==> src/nvm_ctrl_regs.svh <==
// Register offsets, field positions and timing constants of the serial memory controller
`ifndef NVM_CTRL_REGS_SVH
`define NVM_CTRL_REGS_SVH

// ---------------------------------------------------------------------------
// Register map (byte addresses)
// ---------------------------------------------------------------------------
`define NVM_CMD_OFS      8'h00
`define NVM_DATA_OFS     8'h04
`define NVM_SAL_OFS      8'h08
`define NVM_SAH_OFS      8'h0C
`define NVM_PINCFG_OFS   8'h10

// ---------------------------------------------------------------------------
// Field positions
// ---------------------------------------------------------------------------
`define NVM_BUSY_BIT     31
`define NVM_OP_MSB       30
`define NVM_OP_LSB       28
`define NVM_TO_BIT       9
`define NVM_LOADED_BIT   8
`define NVM_LOC_MSB      6
`define NVM_PIN_DIS_BIT  0
`define NVM_PIN_GPD_BIT  1
`define NVM_PIN_GPC_BIT  2
`define NVM_PIN_MON_BIT  3

// ---------------------------------------------------------------------------
// Memory protocol
// ---------------------------------------------------------------------------
`define NVM_SIGNATURE    8'hA5
`define NVM_SIG_LOC      3'h0
`define NVM_ADDR_BYTES   3'h6
`define NVM_LEN_SHORT    5'h0a
`define NVM_LEN_LONG     5'h12
`define NVM_HDR_BITS     5'h0a
`define NVM_SOP_MISC     2'h0
`define NVM_SOP_WRITE    2'h1
`define NVM_SOP_READ     2'h2
`define NVM_SOP_ERASE    2'h3
`define NVM_SUB_LOCK     7'h00
`define NVM_SUB_FILL     7'h20
`define NVM_SUB_WIPE     7'h40
`define NVM_SUB_UNLOCK   7'h60

// ---------------------------------------------------------------------------
// Timing
// ---------------------------------------------------------------------------
`define NVM_CLK_MHZ      200
`define NVM_SK_HALF_NS   500
`define NVM_SK_HALF_CYC  ((`NVM_SK_HALF_NS * `NVM_CLK_MHZ + 999) / 1000)
`define NVM_TIMEOUT_MS   30
`define NVM_TIMEOUT_CYC  (`NVM_TIMEOUT_MS * 1000 * `NVM_CLK_MHZ)
`define NVM_POLL_SETTLE  23'h00_0004

`endif

==> src/nvm_pkg.sv <==
// Types shared by the serial memory controller
package nvm_pkg;

  typedef enum logic [2:0] {
    ST_IDLE  = 3'h0,
    ST_SHIFT = 3'h1,
    ST_NEXT  = 3'h3,
    ST_GAP   = 3'h2,
    ST_POLL  = 3'h6
  } nvm_state_e;

  typedef enum logic [2:0] {
    OP_READ   = 3'h0,
    OP_LOCK   = 3'h1,
    OP_UNLOCK = 3'h2,
    OP_WRITE  = 3'h3,
    OP_FILL   = 3'h4,
    OP_ERASE  = 3'h5,
    OP_WIPE   = 3'h6,
    OP_RELOAD = 3'h7
  } nvm_op_e;

endpackage

==> src/nvm_sync2.sv <==
// Two-flop synchroniser for pin inputs
`timescale 1ns/1ps
module nvm_sync2 #(
  parameter int W = 1
) (
  input  wire logic         clk_i,
  input  wire logic         rst_i,
  input  wire logic [W-1:0] d_i,
  output logic      [W-1:0] q_o
);
  logic [W-1:0] meta;

  // First stage feeds only the second stage
  always_ff @(posedge clk_i) begin
    if (rst_i) begin
      meta <= '0;
      q_o  <= '0;
    end else begin
      meta <= d_i;
      q_o  <= meta;
    end
  end
endmodule // nvm_sync2

==> src/nvm_serial_shift.sv <==
// Serial bit engine: clocks a command word out and shifts answer bits in
`timescale 1ns/1ps
`include "nvm_ctrl_regs.svh"
module nvm_serial_shift (
  input  wire logic        clk_i,
  input  wire logic        rst_i,
  input  wire logic        start_i,
  input  wire logic [4:0]  nbits_i,
  input  wire logic [17:0] word_i,
  input  wire logic        din_i,
  output logic             done_o,
  output logic             active_o,
  output logic             sk_o,
  output logic             dout_o,
  output logic             doe_o,
  output logic [7:0]       rx_o
);
  localparam int unsigned HALF = `NVM_SK_HALF_CYC;

  logic [7:0]  div;
  logic [17:0] sh;
  logic [4:0]  left;
  logic [4:0]  sent;
  logic [4:0]  nb;
  logic [4:0]  rises;
  logic        tick;

  assign tick   = active_o && (div == 8'(HALF - 1));
  assign dout_o = sh[17];
  // Release the shared data pin once the header is out, so the memory can answer
  assign doe_o  = active_o && (sent < `NVM_HDR_BITS);

  always_ff @(posedge clk_i) begin
    if (rst_i || !active_o || tick) begin
      div <= 8'h00;
    end else begin
      div <= div + 8'h01;
    end
  end

  always_ff @(posedge clk_i) begin
    if (rst_i) begin
      active_o <= 1'b0;
      done_o   <= 1'b0;
      sk_o     <= 1'b0;
      sh       <= 18'h0_0000;
      left     <= 5'h00;
      sent     <= 5'h00;
      nb       <= 5'h00;
      rx_o     <= 8'h00;
    end else begin
      done_o <= 1'b0;
      if (start_i && !active_o) begin
        active_o <= 1'b1;
        sh       <= word_i;
        left     <= nbits_i;
        nb       <= nbits_i;
        sent     <= 5'h00;
        sk_o     <= 1'b0;
      end else if (tick) begin
        if (!sk_o) begin
          sk_o <= 1'b1;
          rx_o <= {rx_o[6:0], din_i};
        end else begin
          sk_o <= 1'b0;
          sent <= sent + 5'h01;
          if (left == 5'h01) begin
            active_o <= 1'b0;
            done_o   <= 1'b1;
          end else begin
            left <= left - 5'h01;
            sh   <= {sh[16:0], 1'b0};
          end
        end
      end
    end
  end

  // Helper: count serial clock rises of one transaction
  always_ff @(posedge clk_i) begin
    if (rst_i || (start_i && !active_o)) begin
      rises <= 5'h00;
    end else if (tick && !sk_o) begin
      rises <= rises + 5'h01;
    end
  end

  a_clock_count: assert property (@(posedge clk_i) disable iff (rst_i)
    done_o |-> (rises == nb) && !sk_o)
    else $error("serial clock count differs from transaction length");
endmodule // nvm_serial_shift

==> src/nvm_ctrl.sv <==
// Serial memory controller: station address load, host commands, bus registers
//
// The placing of the registers and register access over Wishbone were decided locally.
`timescale 1ns/1ps
`include "nvm_ctrl_regs.svh"
module nvm_ctrl #(
  parameter int unsigned TIMEOUT_CYC = `NVM_TIMEOUT_CYC
) (
  input  wire logic        clk_i,
  input  wire logic        rst_i,
  input  wire logic        wb_cyc_i,
  input  wire logic        wb_stb_i,
  input  wire logic        wb_we_i,
  input  wire logic [7:0]  wb_adr_i,
  input  wire logic [3:0]  wb_sel_i,
  input  wire logic [31:0] wb_dat_i,
  output logic      [31:0] wb_dat_o,
  output logic             wb_ack_o,
  output logic             serial_mem_select_o,
  output logic             serial_mem_clock_pin_o,
  output logic             serial_mem_data_pin_o,
  output logic             serial_mem_data_pin_oe_o,
  input  wire logic        serial_mem_data_pin_i,
  input  wire logic [1:0]  mii_mon_i,
  output logic      [47:0] station_addr_o
);
  localparam int unsigned HALF = `NVM_SK_HALF_CYC;

  // ---------------------------------------------------------------------------
  // Helpers
  // ---------------------------------------------------------------------------
  function automatic logic [31:0] lane_merge(input logic [31:0] old_v,
                                             input logic [31:0] new_v,
                                             input logic [3:0]  sel);
    for (int i = 0; i < 4; i++) begin
      lane_merge[8*i +: 8] = sel[i] ? new_v[8*i +: 8] : old_v[8*i +: 8];
    end
  endfunction

  // Returns {length, left-aligned word}: start bit, opcode, 7-bit location, data
  function automatic logic [22:0] build_word(input nvm_pkg::nvm_op_e op,
                                             input logic [6:0]       loc,
                                             input logic [7:0]       dat);
    case (op)
      nvm_pkg::OP_READ:  build_word = {`NVM_LEN_LONG, 1'b1, `NVM_SOP_READ, loc, 8'h00};
      nvm_pkg::OP_WRITE: build_word = {`NVM_LEN_LONG, 1'b1, `NVM_SOP_WRITE, loc, dat};
      nvm_pkg::OP_FILL:  build_word = {`NVM_LEN_LONG, 1'b1, `NVM_SOP_MISC, `NVM_SUB_FILL, dat};
      nvm_pkg::OP_ERASE: build_word = {`NVM_LEN_SHORT, 1'b1, `NVM_SOP_ERASE, loc, 8'h00};
      nvm_pkg::OP_WIPE:  build_word = {`NVM_LEN_SHORT, 1'b1, `NVM_SOP_MISC, `NVM_SUB_WIPE, 8'h00};
      nvm_pkg::OP_UNLOCK: build_word = {`NVM_LEN_SHORT, 1'b1, `NVM_SOP_MISC, `NVM_SUB_UNLOCK, 8'h00};
      default:           build_word = {`NVM_LEN_SHORT, 1'b1, `NVM_SOP_MISC, `NVM_SUB_LOCK, 8'h00};
    endcase
  endfunction

  // ---------------------------------------------------------------------------
  // Declarations
  // ---------------------------------------------------------------------------
  nvm_pkg::nvm_state_e state;
  nvm_pkg::nvm_op_e    cmd_op;
  nvm_pkg::nvm_op_e    sh_op;
  logic [6:0]          cmd_loc;
  logic [6:0]          sh_loc;
  logic                cmd_busy;
  logic                busy_view;
  logic                to_flag;
  logic                loaded;
  logic                loading;
  logic                boot;
  logic [2:0]          idx;
  logic [7:0]          data;
  logic [31:0]         sal;
  logic [15:0]         sah;
  logic [3:0]          pincfg;
  logic [22:0]         tcnt;
  logic                gap_end;
  logic [2:0]          sync_q;
  logic                din_s;
  logic [1:0]          mon_s;
  logic                req;
  logic                wr;
  logic                cmd_wr;
  logic                host_start;
  logic [31:0]         cmd_view;
  logic [31:0]         nw;
  logic [31:0]         next_rdata;
  logic                sh_start;
  logic [22:0]         sh_pack;
  logic                sh_done;
  logic                sh_active;
  logic                sh_sk;
  logic                sh_dout;
  logic                sh_doe;
  logic [7:0]          rx;
  logic                self_timed;
  logic [31:0]         sah_merged;

  nvm_sync2 #(.W(3)) u_sync (
    .clk_i (clk_i),
    .rst_i (rst_i),
    .d_i   ({mii_mon_i, serial_mem_data_pin_i}),
    .q_o   (sync_q)
  );
  assign din_s = sync_q[0];
  assign mon_s = sync_q[2:1];

  // ---------------------------------------------------------------------------
  // Bus slave
  // ---------------------------------------------------------------------------
  assign req        = wb_cyc_i && wb_stb_i;
  assign wr         = req && wb_we_i && wb_ack_o;
  assign cmd_wr     = wr && (wb_adr_i == `NVM_CMD_OFS);
  assign busy_view  = cmd_busy || boot;
  assign cmd_view   = {busy_view, cmd_op, 18'h0_0000, to_flag, loaded, 1'b0, cmd_loc};
  assign nw         = lane_merge(cmd_view, wb_dat_i, wb_sel_i);
  // Command and data writes during start-up or a running operation are dropped
  assign host_start = cmd_wr && !busy_view && nw[`NVM_BUSY_BIT];

  always_comb begin
    if (wb_adr_i == `NVM_CMD_OFS) begin
      next_rdata = cmd_view;
    end else if (wb_adr_i == `NVM_DATA_OFS) begin
      next_rdata = {24'h00_0000, data};
    end else if (wb_adr_i == `NVM_SAL_OFS) begin
      next_rdata = sal;
    end else if (wb_adr_i == `NVM_SAH_OFS) begin
      next_rdata = {16'h0000, sah};
    end else if (wb_adr_i == `NVM_PINCFG_OFS) begin
      next_rdata = {28'h000_0000, pincfg};
    end else begin
      next_rdata = 32'h0000_0000;
    end
  end

  always_ff @(posedge clk_i) begin
    if (rst_i) begin
      wb_ack_o <= 1'b0;
      wb_dat_o <= 32'h0000_0000;
    end else begin
      wb_ack_o <= req && !wb_ack_o;
      if (req && !wb_ack_o) begin
        wb_dat_o <= next_rdata;
      end
    end
  end

  // ---------------------------------------------------------------------------
  // Sequencer
  // ---------------------------------------------------------------------------
  assign sh_op      = loading ? nvm_pkg::OP_READ : cmd_op;
  assign sh_loc     = loading ? {4'h0, idx} : cmd_loc;
  assign sh_pack    = build_word(sh_op, sh_loc, data);
  assign sh_start   = (state == nvm_pkg::ST_IDLE) &&
                      (loading || (cmd_busy && cmd_op != nvm_pkg::OP_RELOAD));
  assign self_timed = (cmd_op == nvm_pkg::OP_WRITE) || (cmd_op == nvm_pkg::OP_FILL) ||
                      (cmd_op == nvm_pkg::OP_ERASE) || (cmd_op == nvm_pkg::OP_WIPE);
  assign gap_end    = (state == nvm_pkg::ST_GAP) && (tcnt == 23'(HALF - 1));

  nvm_serial_shift u_shift (
    .clk_i    (clk_i),
    .rst_i    (rst_i),
    .start_i  (sh_start),
    .nbits_i  (sh_pack[22:18]),
    .word_i   (sh_pack[17:0]),
    .din_i    (din_s),
    .done_o   (sh_done),
    .active_o (sh_active),
    .sk_o     (sh_sk),
    .dout_o   (sh_dout),
    .doe_o    (sh_doe),
    .rx_o     (rx)
  );

  always_ff @(posedge clk_i) begin
    if (rst_i) begin
      state    <= nvm_pkg::ST_IDLE;
      loading  <= 1'b1;
      boot     <= 1'b1;
      idx      <= `NVM_SIG_LOC;
      cmd_busy <= 1'b0;
      cmd_op   <= nvm_pkg::OP_READ;
      cmd_loc  <= 7'h00;
      to_flag  <= 1'b0;
      loaded   <= 1'b0;
    end else begin
      if (cmd_wr && !busy_view) begin
        cmd_op  <= nvm_pkg::nvm_op_e'(nw[`NVM_OP_MSB:`NVM_OP_LSB]);
        cmd_loc <= nw[`NVM_LOC_MSB:0];
        // Writing one to the loaded bit clears loaded and the timeout flag, a start clears the timeout flag; a set below in the same cycle still wins
        if (nw[`NVM_LOADED_BIT] || nw[`NVM_BUSY_BIT]) begin
          to_flag <= 1'b0;
        end
        if (nw[`NVM_LOADED_BIT] && wb_sel_i[1]) begin
          loaded <= 1'b0;
        end
      end
      if (host_start) begin
        cmd_busy <= 1'b1;
      end
      case (state)
        nvm_pkg::ST_IDLE: begin
          if (sh_start) begin
            state <= nvm_pkg::ST_SHIFT;
          end else if (cmd_busy && cmd_op == nvm_pkg::OP_RELOAD) begin
            loading <= 1'b1;
            idx     <= `NVM_SIG_LOC;
            loaded  <= 1'b0;
          end
        end
        nvm_pkg::ST_SHIFT: begin
          if (sh_done) begin
            state <= nvm_pkg::ST_NEXT;
          end
        end
        nvm_pkg::ST_NEXT: begin
          state <= nvm_pkg::ST_IDLE;
          if (loading) begin
            if (idx == `NVM_SIG_LOC && rx != `NVM_SIGNATURE) begin
              loading  <= 1'b0;
              boot     <= 1'b0;
              cmd_busy <= 1'b0;
            end else if (idx == `NVM_ADDR_BYTES) begin
              loading  <= 1'b0;
              boot     <= 1'b0;
              cmd_busy <= 1'b0;
              loaded   <= 1'b1;
            end else begin
              idx <= idx + 3'h1;
            end
          end else if (self_timed) begin
            state <= nvm_pkg::ST_GAP;
          end else begin
            cmd_busy <= 1'b0;
          end
        end
        nvm_pkg::ST_GAP: begin
          if (gap_end) begin
            state <= nvm_pkg::ST_POLL;
          end
        end
        nvm_pkg::ST_POLL: begin
          // The synchroniser still shows the released line for a few cycles after select rises
          if (din_s && tcnt >= `NVM_POLL_SETTLE) begin
            cmd_busy <= 1'b0;
            state    <= nvm_pkg::ST_IDLE;
          end else if (tcnt == 23'(TIMEOUT_CYC - 1)) begin
            to_flag  <= 1'b1;
            cmd_busy <= 1'b0;
            state    <= nvm_pkg::ST_IDLE;
          end
        end
        default: begin
          state <= nvm_pkg::ST_IDLE;
        end
      endcase
    end
  end

  // Gap and ready-wait counter; ready is polled with select raised again
  always_ff @(posedge clk_i) begin
    if (rst_i || state == nvm_pkg::ST_NEXT || gap_end) begin
      tcnt <= 23'h00_0000;
    end else if (state == nvm_pkg::ST_GAP || state == nvm_pkg::ST_POLL) begin
      tcnt <= tcnt + 23'h00_0001;
    end
  end

  // ---------------------------------------------------------------------------
  // Data, station address and pin configuration registers
  // ---------------------------------------------------------------------------
  always_ff @(posedge clk_i) begin
    if (rst_i) begin
      data <= 8'h00;
    end else if (state == nvm_pkg::ST_NEXT && !loading && cmd_op == nvm_pkg::OP_READ) begin
      data <= rx;
    end else if (wr && wb_adr_i == `NVM_DATA_OFS && wb_sel_i[0] && !busy_view) begin
      data <= wb_dat_i[7:0];
    end
  end

  always_ff @(posedge clk_i) begin
    if (rst_i) begin
      sal <= 32'h0000_0000;
      sah <= 16'h0000;
    end else if (state == nvm_pkg::ST_NEXT && loading && idx != `NVM_SIG_LOC) begin
      // Location n lands in station address byte n-1
      case (idx)
        3'h1:    sal[7:0]   <= rx;
        3'h2:    sal[15:8]  <= rx;
        3'h3:    sal[23:16] <= rx;
        3'h4:    sal[31:24] <= rx;
        3'h5:    sah[7:0]   <= rx;
        default: sah[15:8]  <= rx;
      endcase
    end else if (wr && wb_adr_i == `NVM_SAL_OFS) begin
      sal <= lane_merge(sal, wb_dat_i, wb_sel_i);
    end else if (wr && wb_adr_i == `NVM_SAH_OFS) begin
      sah <= sah_merged[15:0];
    end
  end
  assign sah_merged     = lane_merge({16'h0000, sah}, wb_dat_i, wb_sel_i);
  assign station_addr_o = {sah, sal};

  always_ff @(posedge clk_i) begin
    if (rst_i) begin
      pincfg <= 4'h0;
    end else if (wr && wb_adr_i == `NVM_PINCFG_OFS && wb_sel_i[0]) begin
      pincfg <= wb_dat_i[3:0];
    end
  end

  // ---------------------------------------------------------------------------
  // Pin drivers, registered so pins never glitch on decode changes
  // ---------------------------------------------------------------------------
  always_ff @(posedge clk_i) begin
    if (rst_i) begin
      serial_mem_select_o      <= 1'b0;
      serial_mem_clock_pin_o   <= 1'b0;
      serial_mem_data_pin_o    <= 1'b0;
      serial_mem_data_pin_oe_o <= 1'b0;
    end else if (pincfg[`NVM_PIN_DIS_BIT]) begin
      serial_mem_select_o      <= 1'b0;
      serial_mem_data_pin_oe_o <= 1'b1;
      if (pincfg[`NVM_PIN_MON_BIT]) begin
        serial_mem_clock_pin_o <= mon_s[1];
        serial_mem_data_pin_o  <= mon_s[0];
      end else begin
        serial_mem_clock_pin_o <= pincfg[`NVM_PIN_GPC_BIT];
        serial_mem_data_pin_o  <= pincfg[`NVM_PIN_GPD_BIT];
      end
    end else begin
      serial_mem_select_o      <= sh_active || state == nvm_pkg::ST_POLL;
      serial_mem_clock_pin_o   <= sh_sk;
      serial_mem_data_pin_o    <= sh_dout;
      // Write data must be driven too; within a frame only reads hand the line to the memory
      serial_mem_data_pin_oe_o <= sh_doe || (sh_active && sh_op != nvm_pkg::OP_READ);
    end
  end

  // ---------------------------------------------------------------------------
  // Checks
  // ---------------------------------------------------------------------------
  a_sig_absent_noload: assert property (@(posedge clk_i) disable iff (rst_i)
    (state == nvm_pkg::ST_NEXT && loading && idx == `NVM_SIG_LOC && rx != `NVM_SIGNATURE)
      |=> !loading && !loaded && !boot)
    else $error("missing signature did not end the load");

  a_six_bytes_loaded: assert property (@(posedge clk_i) disable iff (rst_i)
    (state == nvm_pkg::ST_NEXT && loading && idx == `NVM_ADDR_BYTES)
      |=> loaded && !loading && station_addr_o[47:40] == $past(rx))
    else $error("loaded flag or last address byte wrong");

  a_boot_blocks_host: assert property (@(posedge clk_i) disable iff (rst_i)
    boot |-> !cmd_busy && !host_start)
    else $error("host operation during start-up load");

  a_busy_start: assert property (@(posedge clk_i) disable iff (rst_i)
    host_start |=> cmd_busy && busy_view)
    else $error("busy not set by host start");

  a_read_into_data: assert property (@(posedge clk_i) disable iff (rst_i)
    (state == nvm_pkg::ST_NEXT && !loading && cmd_op == nvm_pkg::OP_READ)
      |=> data == $past(rx) && !cmd_busy)
    else $error("read byte missing when busy cleared");

  a_timeout_sets: assert property (@(posedge clk_i) disable iff (rst_i)
    (state == nvm_pkg::ST_POLL && !din_s && tcnt == 23'(TIMEOUT_CYC - 1))
      |=> to_flag && !cmd_busy && state == nvm_pkg::ST_IDLE)
    else $error("timeout not flagged");

  a_start_bit_first: assert property (@(posedge clk_i) disable iff (rst_i)
    sh_start |-> sh_pack[17] && (sh_pack[22:18] == `NVM_LEN_LONG) == (sh_op == nvm_pkg::OP_READ ||
      sh_op == nvm_pkg::OP_WRITE || sh_op == nvm_pkg::OP_FILL))
    else $error("bad command header or length");

  a_pins_released: assert property (@(posedge clk_i) disable iff (rst_i)
    pincfg[`NVM_PIN_DIS_BIT] && !pincfg[`NVM_PIN_MON_BIT]
      |=> !serial_mem_select_o && serial_mem_data_pin_o == $past(pincfg[`NVM_PIN_GPD_BIT]))
    else $error("pins not handed to general outputs");
endmodule // nvm_ctrl

==> config.mk <==
export PLATFORM = sky130hd
export DESIGN_NAME = nvm_ctrl
export DESIGN_NICKNAME = d
export VERILOG_FILES = /design/src/nvm_pkg.sv /design/src/nvm_sync2.sv /design/src/nvm_serial_shift.sv /design/src/nvm_ctrl.sv
export VERILOG_INCLUDE_DIRS = /design/src
export SDC_FILE = /design/constraint.sdc
export NUM_CORES = 1
export LEC_CHECK = 0
export ABC_CLOCK_PERIOD_IN_PS = 2400
export BUFFER_PORTS_ARGS = -buffer_cell sky130_fd_sc_hd__buf_2
export CAP_MARGIN = 20
export CELL_PAD_IN_SITES_DETAIL_PLACEMENT = 0
export CELL_PAD_IN_SITES_GLOBAL_PLACEMENT = 1
export CORE_ASPECT_RATIO = 0.75
export CORE_MARGIN = 10
export CORE_UTILIZATION = 38
export DETAILED_ROUTE_END_ITERATION = 7
export HOLD_SLACK_MARGIN = 0.1
export PLACE_DENSITY_LB_ADDON = 0.15
export SLEW_MARGIN = 20
export SYNTH_ARGS = -nofsm -noshare
export SYNTH_HDL_FRONTEND = slang
export SYNTH_SLANG_ARGS = --single-unit
==> constraint.sdc <==
create_clock -name clk_i -period 2.4 [get_ports clk_i]
set_clock_uncertainty 0.05 [all_clocks]
set_input_delay 0.24 -clock clk_i [delete_from_list [all_inputs] [get_ports clk_i]]
set_output_delay 0.24 -clock clk_i [all_outputs]
set_load 0.03 [all_outputs]
[After elaboration in Yosys (flattened, before gate mapping)]
Cells that the tools add are included.
Word-level totals
  bits in registers: 194
  output and inout port bits: 85
Operators by class
  add/sub/neg operators: 5
  magnitude comparators: 2
  eq/ne operators: 47
  mux-type cells: 89
  bitwise gates (word level): 3
  reduce and logical (&&, ||, !) cells: 85
Operators with widths (count)
  32-bit two-way mux: 5
  23-bit case mux with 6 select lines: 1
  8-bit two-way mux: 13
  18-bit two-way mux: 4
  16-bit two-way mux: 4
  1-bit two-way mux: 38
  3-bit equality test (second input constant): 11
  3-bit two-way mux: 11
  1-bit logical AND: 29
  3-bit AND reduction: 9
  2-bit nonzero test: 12
  23-bit by 1-bit adder with 23-bit output (second input constant): 1
  23-bit equality test (second input constant): 1
  23-bit by 7-bit equality test with 1-bit output (second input constant): 1
  23-bit by 3-bit >= comparator with 1-bit output (second input constant): 1
  3-bit by 2-bit equality test with 1-bit output (second input constant): 7
  5-bit two-way mux: 4
  2-bit by 1-bit != test with 1-bit output (second input constant): 9
  8-bit by 4-bit equality test with 1-bit output (second input constant): 2
  3-bit case mux with 5 select lines: 1
  2-bit != test (second input constant): 7
  1-bit logical OR: 13
  3-bit zero test: 4
  4-bit AND reduction: 3
  26 further kinds: 40

[Longest topological paths before layout]
  depth in word-level cells: 11
  mapped depth: 9
  gate-level depth less buffers: 7

[Hierarchy]
Synthesis repeated with hierarchy kept, for this count alone.
Unflattened totals
  cell total of the unflattened synthesis: 1051
  area total of the unflattened synthesis: 9067.4 sq um
Modules (own cells, without submodules)
  nvm_ctrl: instances 1, cells each 802, area an instance 6717.7 sq um
  nvm_serial_shift: instances 1, cells each 237, area an instance 2192.1 sq um
  nvm_sync2: instances 1, cells each 12, area an instance 157.7 sq um

[Worst setup path before layout]
Ideal clock, no wire load.
  path kind: flip-flop to flip-flop
  from: reg idx[0]
  to: reg sal[0]
  arrival: 2003 ps
  slack: 226 ps
  cell stages (with the launch flop): 9
  path buffers: 1
  period minus slack after synthesis: 2174 ps
  cell sequence: dfxtp_1 inv_1 ha_1 nand2b_1 clkbuf_1 a21oi_1 and3_1 a32oi_2 mux2_2
On the way
  cells in the longest elaborated chain, start to end: 4
  elaborated cells between the ends (all ways): 8
  those cells by class: eq/ne (2); mux (1); reduce/logical (5)
Ends and longest elaborated chain
  start: declaration: RTL line nvm_ctrl.sv:69  | logic [2:0] idx;
  start signal: assignment: RTL line nvm_ctrl.sv:178  | idx <= `NVM_SIG_LOC;
  start signal: assignment: RTL line nvm_ctrl.sv:205  | idx <= `NVM_SIG_LOC;
  start signal: assignment: RTL line nvm_ctrl.sv:227  | idx <= idx + 3'h1;
  3-bit nonzero test (no source line)
  1-bit logical AND (no source line)
  2-bit by 1-bit != test with 1-bit output (no source line) or 2-bit nonzero test (tied branches)
  3-bit AND reduction (no source line)
  end signal: assignment: RTL line nvm_ctrl.sv:287  | 3'h1: sal[7:0] <= rx;
  end signal: assignment: RTL line nvm_ctrl.sv:295  | sal <= lane_merge(sal, wb_dat_i, wb_sel_i);
  end: declaration: RTL line nvm_ctrl.sv:71  | logic [31:0] sal;
Several ways; a longest one is shown, not always the timed one.
A chain may end at the register's enable or synchronous reset.

[Worst setup path in the final report]
  from: reg tcnt[0]
  to: reg state[0]
On the way
  cells in the longest elaborated chain, start to end: 4
  elaborated cells between the ends (all ways): 10
  those cells by class: order compare (1); eq/ne (4); mux (2); reduce/logical (3)
Ends and longest elaborated chain
  start: declaration: RTL line nvm_ctrl.sv:74  | logic [22:0] tcnt;
  start signal: assignment: RTL line nvm_ctrl.sv:263  | tcnt <= tcnt + 23'h00_0001;
  23-bit by 3-bit >= comparator with 1-bit output (no source line) or 23-bit by 7-bit equality test with 1-bit output (tied branches)
  1-bit logical AND, on equally long branches
  3-bit two-way mux, or another cell as far along: RTL line nvm_ctrl.sv:242  | if (din_s && tcnt >= `NVM_POLL_SETTLE) begin
  3-bit case mux with 5 select lines or 4-bit AND reduction (tied branches)
  end signal: assignment: RTL line nvm_ctrl.sv:202  | state <= nvm_pkg::ST_SHIFT;
  end signal: assignment: RTL line nvm_ctrl.sv:244  | state <= nvm_pkg::ST_IDLE;
  end signal: assignment: RTL line nvm_ctrl.sv:248  | state <= nvm_pkg::ST_IDLE;
  end: declaration: RTL line nvm_ctrl.sv:58  | nvm_pkg::nvm_state_e state;
Several ways; a longest one is shown, not always the timed one.

==> results by group <==
STA
  – RSZ-0062 raised after global routing: no
  – Final hold violation count: 0
  – Count of pins over their slew limit: 0
  – Slew headroom: 0.4768
  – Fmax: 450.9 MHz
  – Hold_ws: 0.1279 ns
  – Final setup viols: 0
  – Period utilization: 0.9241
  – Final min period: 2.218 ns
  – Least-Margin Pin Slew: 0.7746 ns
  – Total Neg Setup Slack: 0 ns

Floorplan
  – Die Span Y: 153.8 um
  – Core area: 0.02324 mm2
  – Core Rows: 48
  – Die Span X: 198.4 um
  – Die area: 0.03052 mm2
  – Initial Utilization: 0.3904
  – IO Pins: 137

Cells and area
  – Final Util: 0.4802
  – ANT cells: 0
  – Layout fillers: 2271
  – Area growth from synthesis to layout: 23.00%
  – Layout cells sized above 1: 0.2224
  – Final #Nets: 1278

Synth
  – Synth Flop Type: dfxtp_1
  – Mapped Nets: 1106
  – Ys async rst share: 0
  – Synth top area cells: dfxtp_1 43%, nor2_1 7.1%, mux2i_1 5.4%, a21oi_1 4.1%, a211oi_1 4.0%
  – Synth top area share: 0.4280
  – Gate Count Post-Synth: 1043
  – FF+latch count, synth: 194
  – Cell taking the most area after synthesis: dfxtp_1
  – Seq/Total Area, Yosys: 0.4280
  – Post-synthesis average cell area: 8.700 um2
  – Warnings, synthesis: 0
  – Post-synth EDFFs: 0
  – Synth unique cells: 69
  – Post-Syn Area: 0.009074 mm2

Global routing
  – Total Routing Usage GR: 0.1837
  – Largest net degree at the start of global routing: 65
  – Global-route wire length before repair: 44500 um
  – Grt total ovfl: 0
  – Initial antenna violation count: 0
  – Number of global-route vias before repair: 7608

Routing
  – Final ANT Viol Nets: 0
  – Vias per inst: 5.319
  – Via count: 8101
  – Mean routed wirelength per cell: 18.78 um
  – DRC: 0
  – Total Routed Length: 28600 um
  – Met3 wire len: 1506 um
  – Max layer used: met4
  – Met2 wire length: 11990 um
  – WL met1: 14840 um
  – Drt first-iter violations: 486
  – Initial DRT Pass Iterations: 4

Critical path
  – CP delay by family, top: simple AND/OR/NAND/NOR gates
  – Setup Crit Path Kind: flip-flop to flip-flop
  – CP max FO: 5
  – CP endpoint kind: flip-flop
  – Slowest-stage cell, CP: or4b_2
  – Required @ worst endpoint: 2.70 ns
  – CP Buf/Inv Count: 0
  – Crit path cell chain: ha_1, or4b_2, nor2_2, a21boi_0, a211o_1, a221oi_1
  – Worst setup SP type: flip-flop
  – Crit path DAT: 2.51 ns
  – Critical path's largest stage delay: 0.63 ns

Pwr
  – Sw power: 1.529 mW
  – Overall power: 6.457 mW
  – Maximum VDD drop: 0.0004859 V
  – Power Density: 578.6 mW/mm2
  – Clk pwr share: 0.419
  – Pint: 4.928 mW
  – Sequential group share of total power: 0.511
  – Switching Share: 0.2368
  – Leak: 4.530 nW
  – Share of power burned in combinational logic: 0.070

Clock tree
  – CTS tree: yes
  – TritonCTS Buffers: 17
  – Root Buffer: clkbuf_16
  – Sink Count: 194
  – Clock transition at the registers of the reported paths: 0.07 ns
  – Htree depth: 4
  – Max clock buf depth: 2
  – Clk Latency, worst-skew pair: 0.44 ns

Flow run
  – Max-cap viol count: 0

Placement
  – Final RePlAce weighted congestion: 0.8291
  – HPWL after DPL: 21340 um
  – Port Buffers: 136

Worst hold path
  – Min-Delay Path Class: input port to flip-flop

Status
  – Status: completed
==> kinds of logic after synthesis <==
| logic type | synth area share |
|---|---|
| flip-flops | 0.4280 |
| AND/OR/NAND/NOR | 0.2206 |
| adder cells (fa/ha/maj) | 0.01517 |
| XOR/XNOR | 0.03282 |
| multiplexers | 0.09128 |
| buffers and inverters | 0.04564 |
| AO/OA/AOI/OAI | 0.1664 |
==> synthesized netlist by cell type, types with 15 or more instances <==
library cell	instances
nand2_1	50
nand4_1	15
nor3_1	44
mux2_2	24
o21ai_0	24
dfxtp_1	194
xnor2_1	21
a22oi_1	16
nor4_1	16
nor2b_1	28
nor2_1	171
inv_1	31
clkbuf_1	50
a221oi_1	17
a21oi_1	74
a211oi_1	48
mux2i_1	49
nand3_1	27
==> power groups by stage <==
stage	Combinational, mW	Clock, mW	Sequential (mW)
floorplan	0.243	0	3.38
global placement	0.417	0	3.37
detailed placement	0.419	0	3.37
CTS	0.453	2.77	3.30
global route	0.498	2.89	3.30
finish	0.451	2.71	3.30
==> final cells by class <==
| type | count | area, um2 | share of cell area |
|---|---|---|---|
| multi-input combinational | 747 | 4782 | 0.4285 |
| sequential | 194 | 3884 | 0.3480 |
| timing repair buffer | 224 | 1473 | 0.1320 |
| clock buffer | 21 | 470.5 | 0.04215 |
| tap | 300 | 375.4 | 0.03363 |
| inverter | 31 | 116.4 | 0.01043 |
| clock inverter | 6 | 60.06 | 0.005381 |
==> path summary, 6_finish.rpt <==
kind	startpoint	to	slack [ns]	cells after the start
min reg2reg	u_sync.meta[0]	u_sync.q_o[0]	0.39	1
max reg2reg	tcnt[0]	state[0]	0.18	6
min	wb_dat_i[14]	sal[14]	0.13	4
max	tcnt[0]	state[0]	0.18	6
==> layout by cell type (no fill, tap or decap), types with 3 or more instances in the layout <==
master,synthesis,final
mux2i_1,49,49
mux2_2,24,24
a211oi_1,48,48
dfxtp_1,194,194
nand4_1,15,15
clkbuf_8,0,3
xnor2_1,21,21
nor3b_1,3,3
mux4_2,3,3
ha_1,11,11
nand2b_1,6,6
a21oi_1,74,74
clkinv_2,0,3
nor2b_1,28,28
or4_1,4,4
nand3_1,27,27
nand2_1,50,50
a211o_1,3,3
dlygate4sd3_1,0,25
buf_4,3,58
a21o_1,3,3
inv_1,31,31
and4_1,4,4
o21ai_0,24,23
nand4b_1,3,3
a31oi_1,4,4
xor2_1,13,13
and3b_1,3,3
and2_1,3,3
or3_1,6,6
nor4_1,16,16
nor3_1,44,44
a221oi_1,17,17
buf_12,0,5
nor2_1,171,170
a22oi_1,16,16
and3_1,13,13
clkbuf_16,0,17
buf_2,10,135
==> tightest hold or removal path, delay by kind of cell <==
kind            cells  cell delay (ns)
compound gates      1             0.06
simple gates        1             0.08
buf+inv             1             0.08
mux                 1             0.14
==> stage by stage <==
step,cells,worst slack (ns),area [um2]
after floorplan,1043,0.2260,9074
after global placement,1471,0.1795,10370
after detailed placement,1471,0.1461,10370
after CTS,1523,0.1333,11150
after global routing,1523,0.01568,11160
final,1523,0.1821,11160
==> registers in the layout, indices dropped and copies added (netlist names), 7 cells and up <==
register	cells
cmd_loc	7
data	8
sah	16
sal	32
tcnt	23
u_shift.div	8
u_shift.rx_o	8
u_shift.sh	18
wb_dat_o	32
==> timing repair <==
action,4_1_cts,5_1_grt
setup endpoints to repair,0,11
hold buffers,25,0
setup buffers,0,0
hold endpoints to repair,30,0
resized for setup,0,3
==> layer usage <==
layer	up-vias	track usage
li1	4074	-
met5	-	0
met4	0	0.04023
met3	16	0.03402
met1	3836	0.2800
met2	175	0.2578
Power figures use the tool's default switching activity.
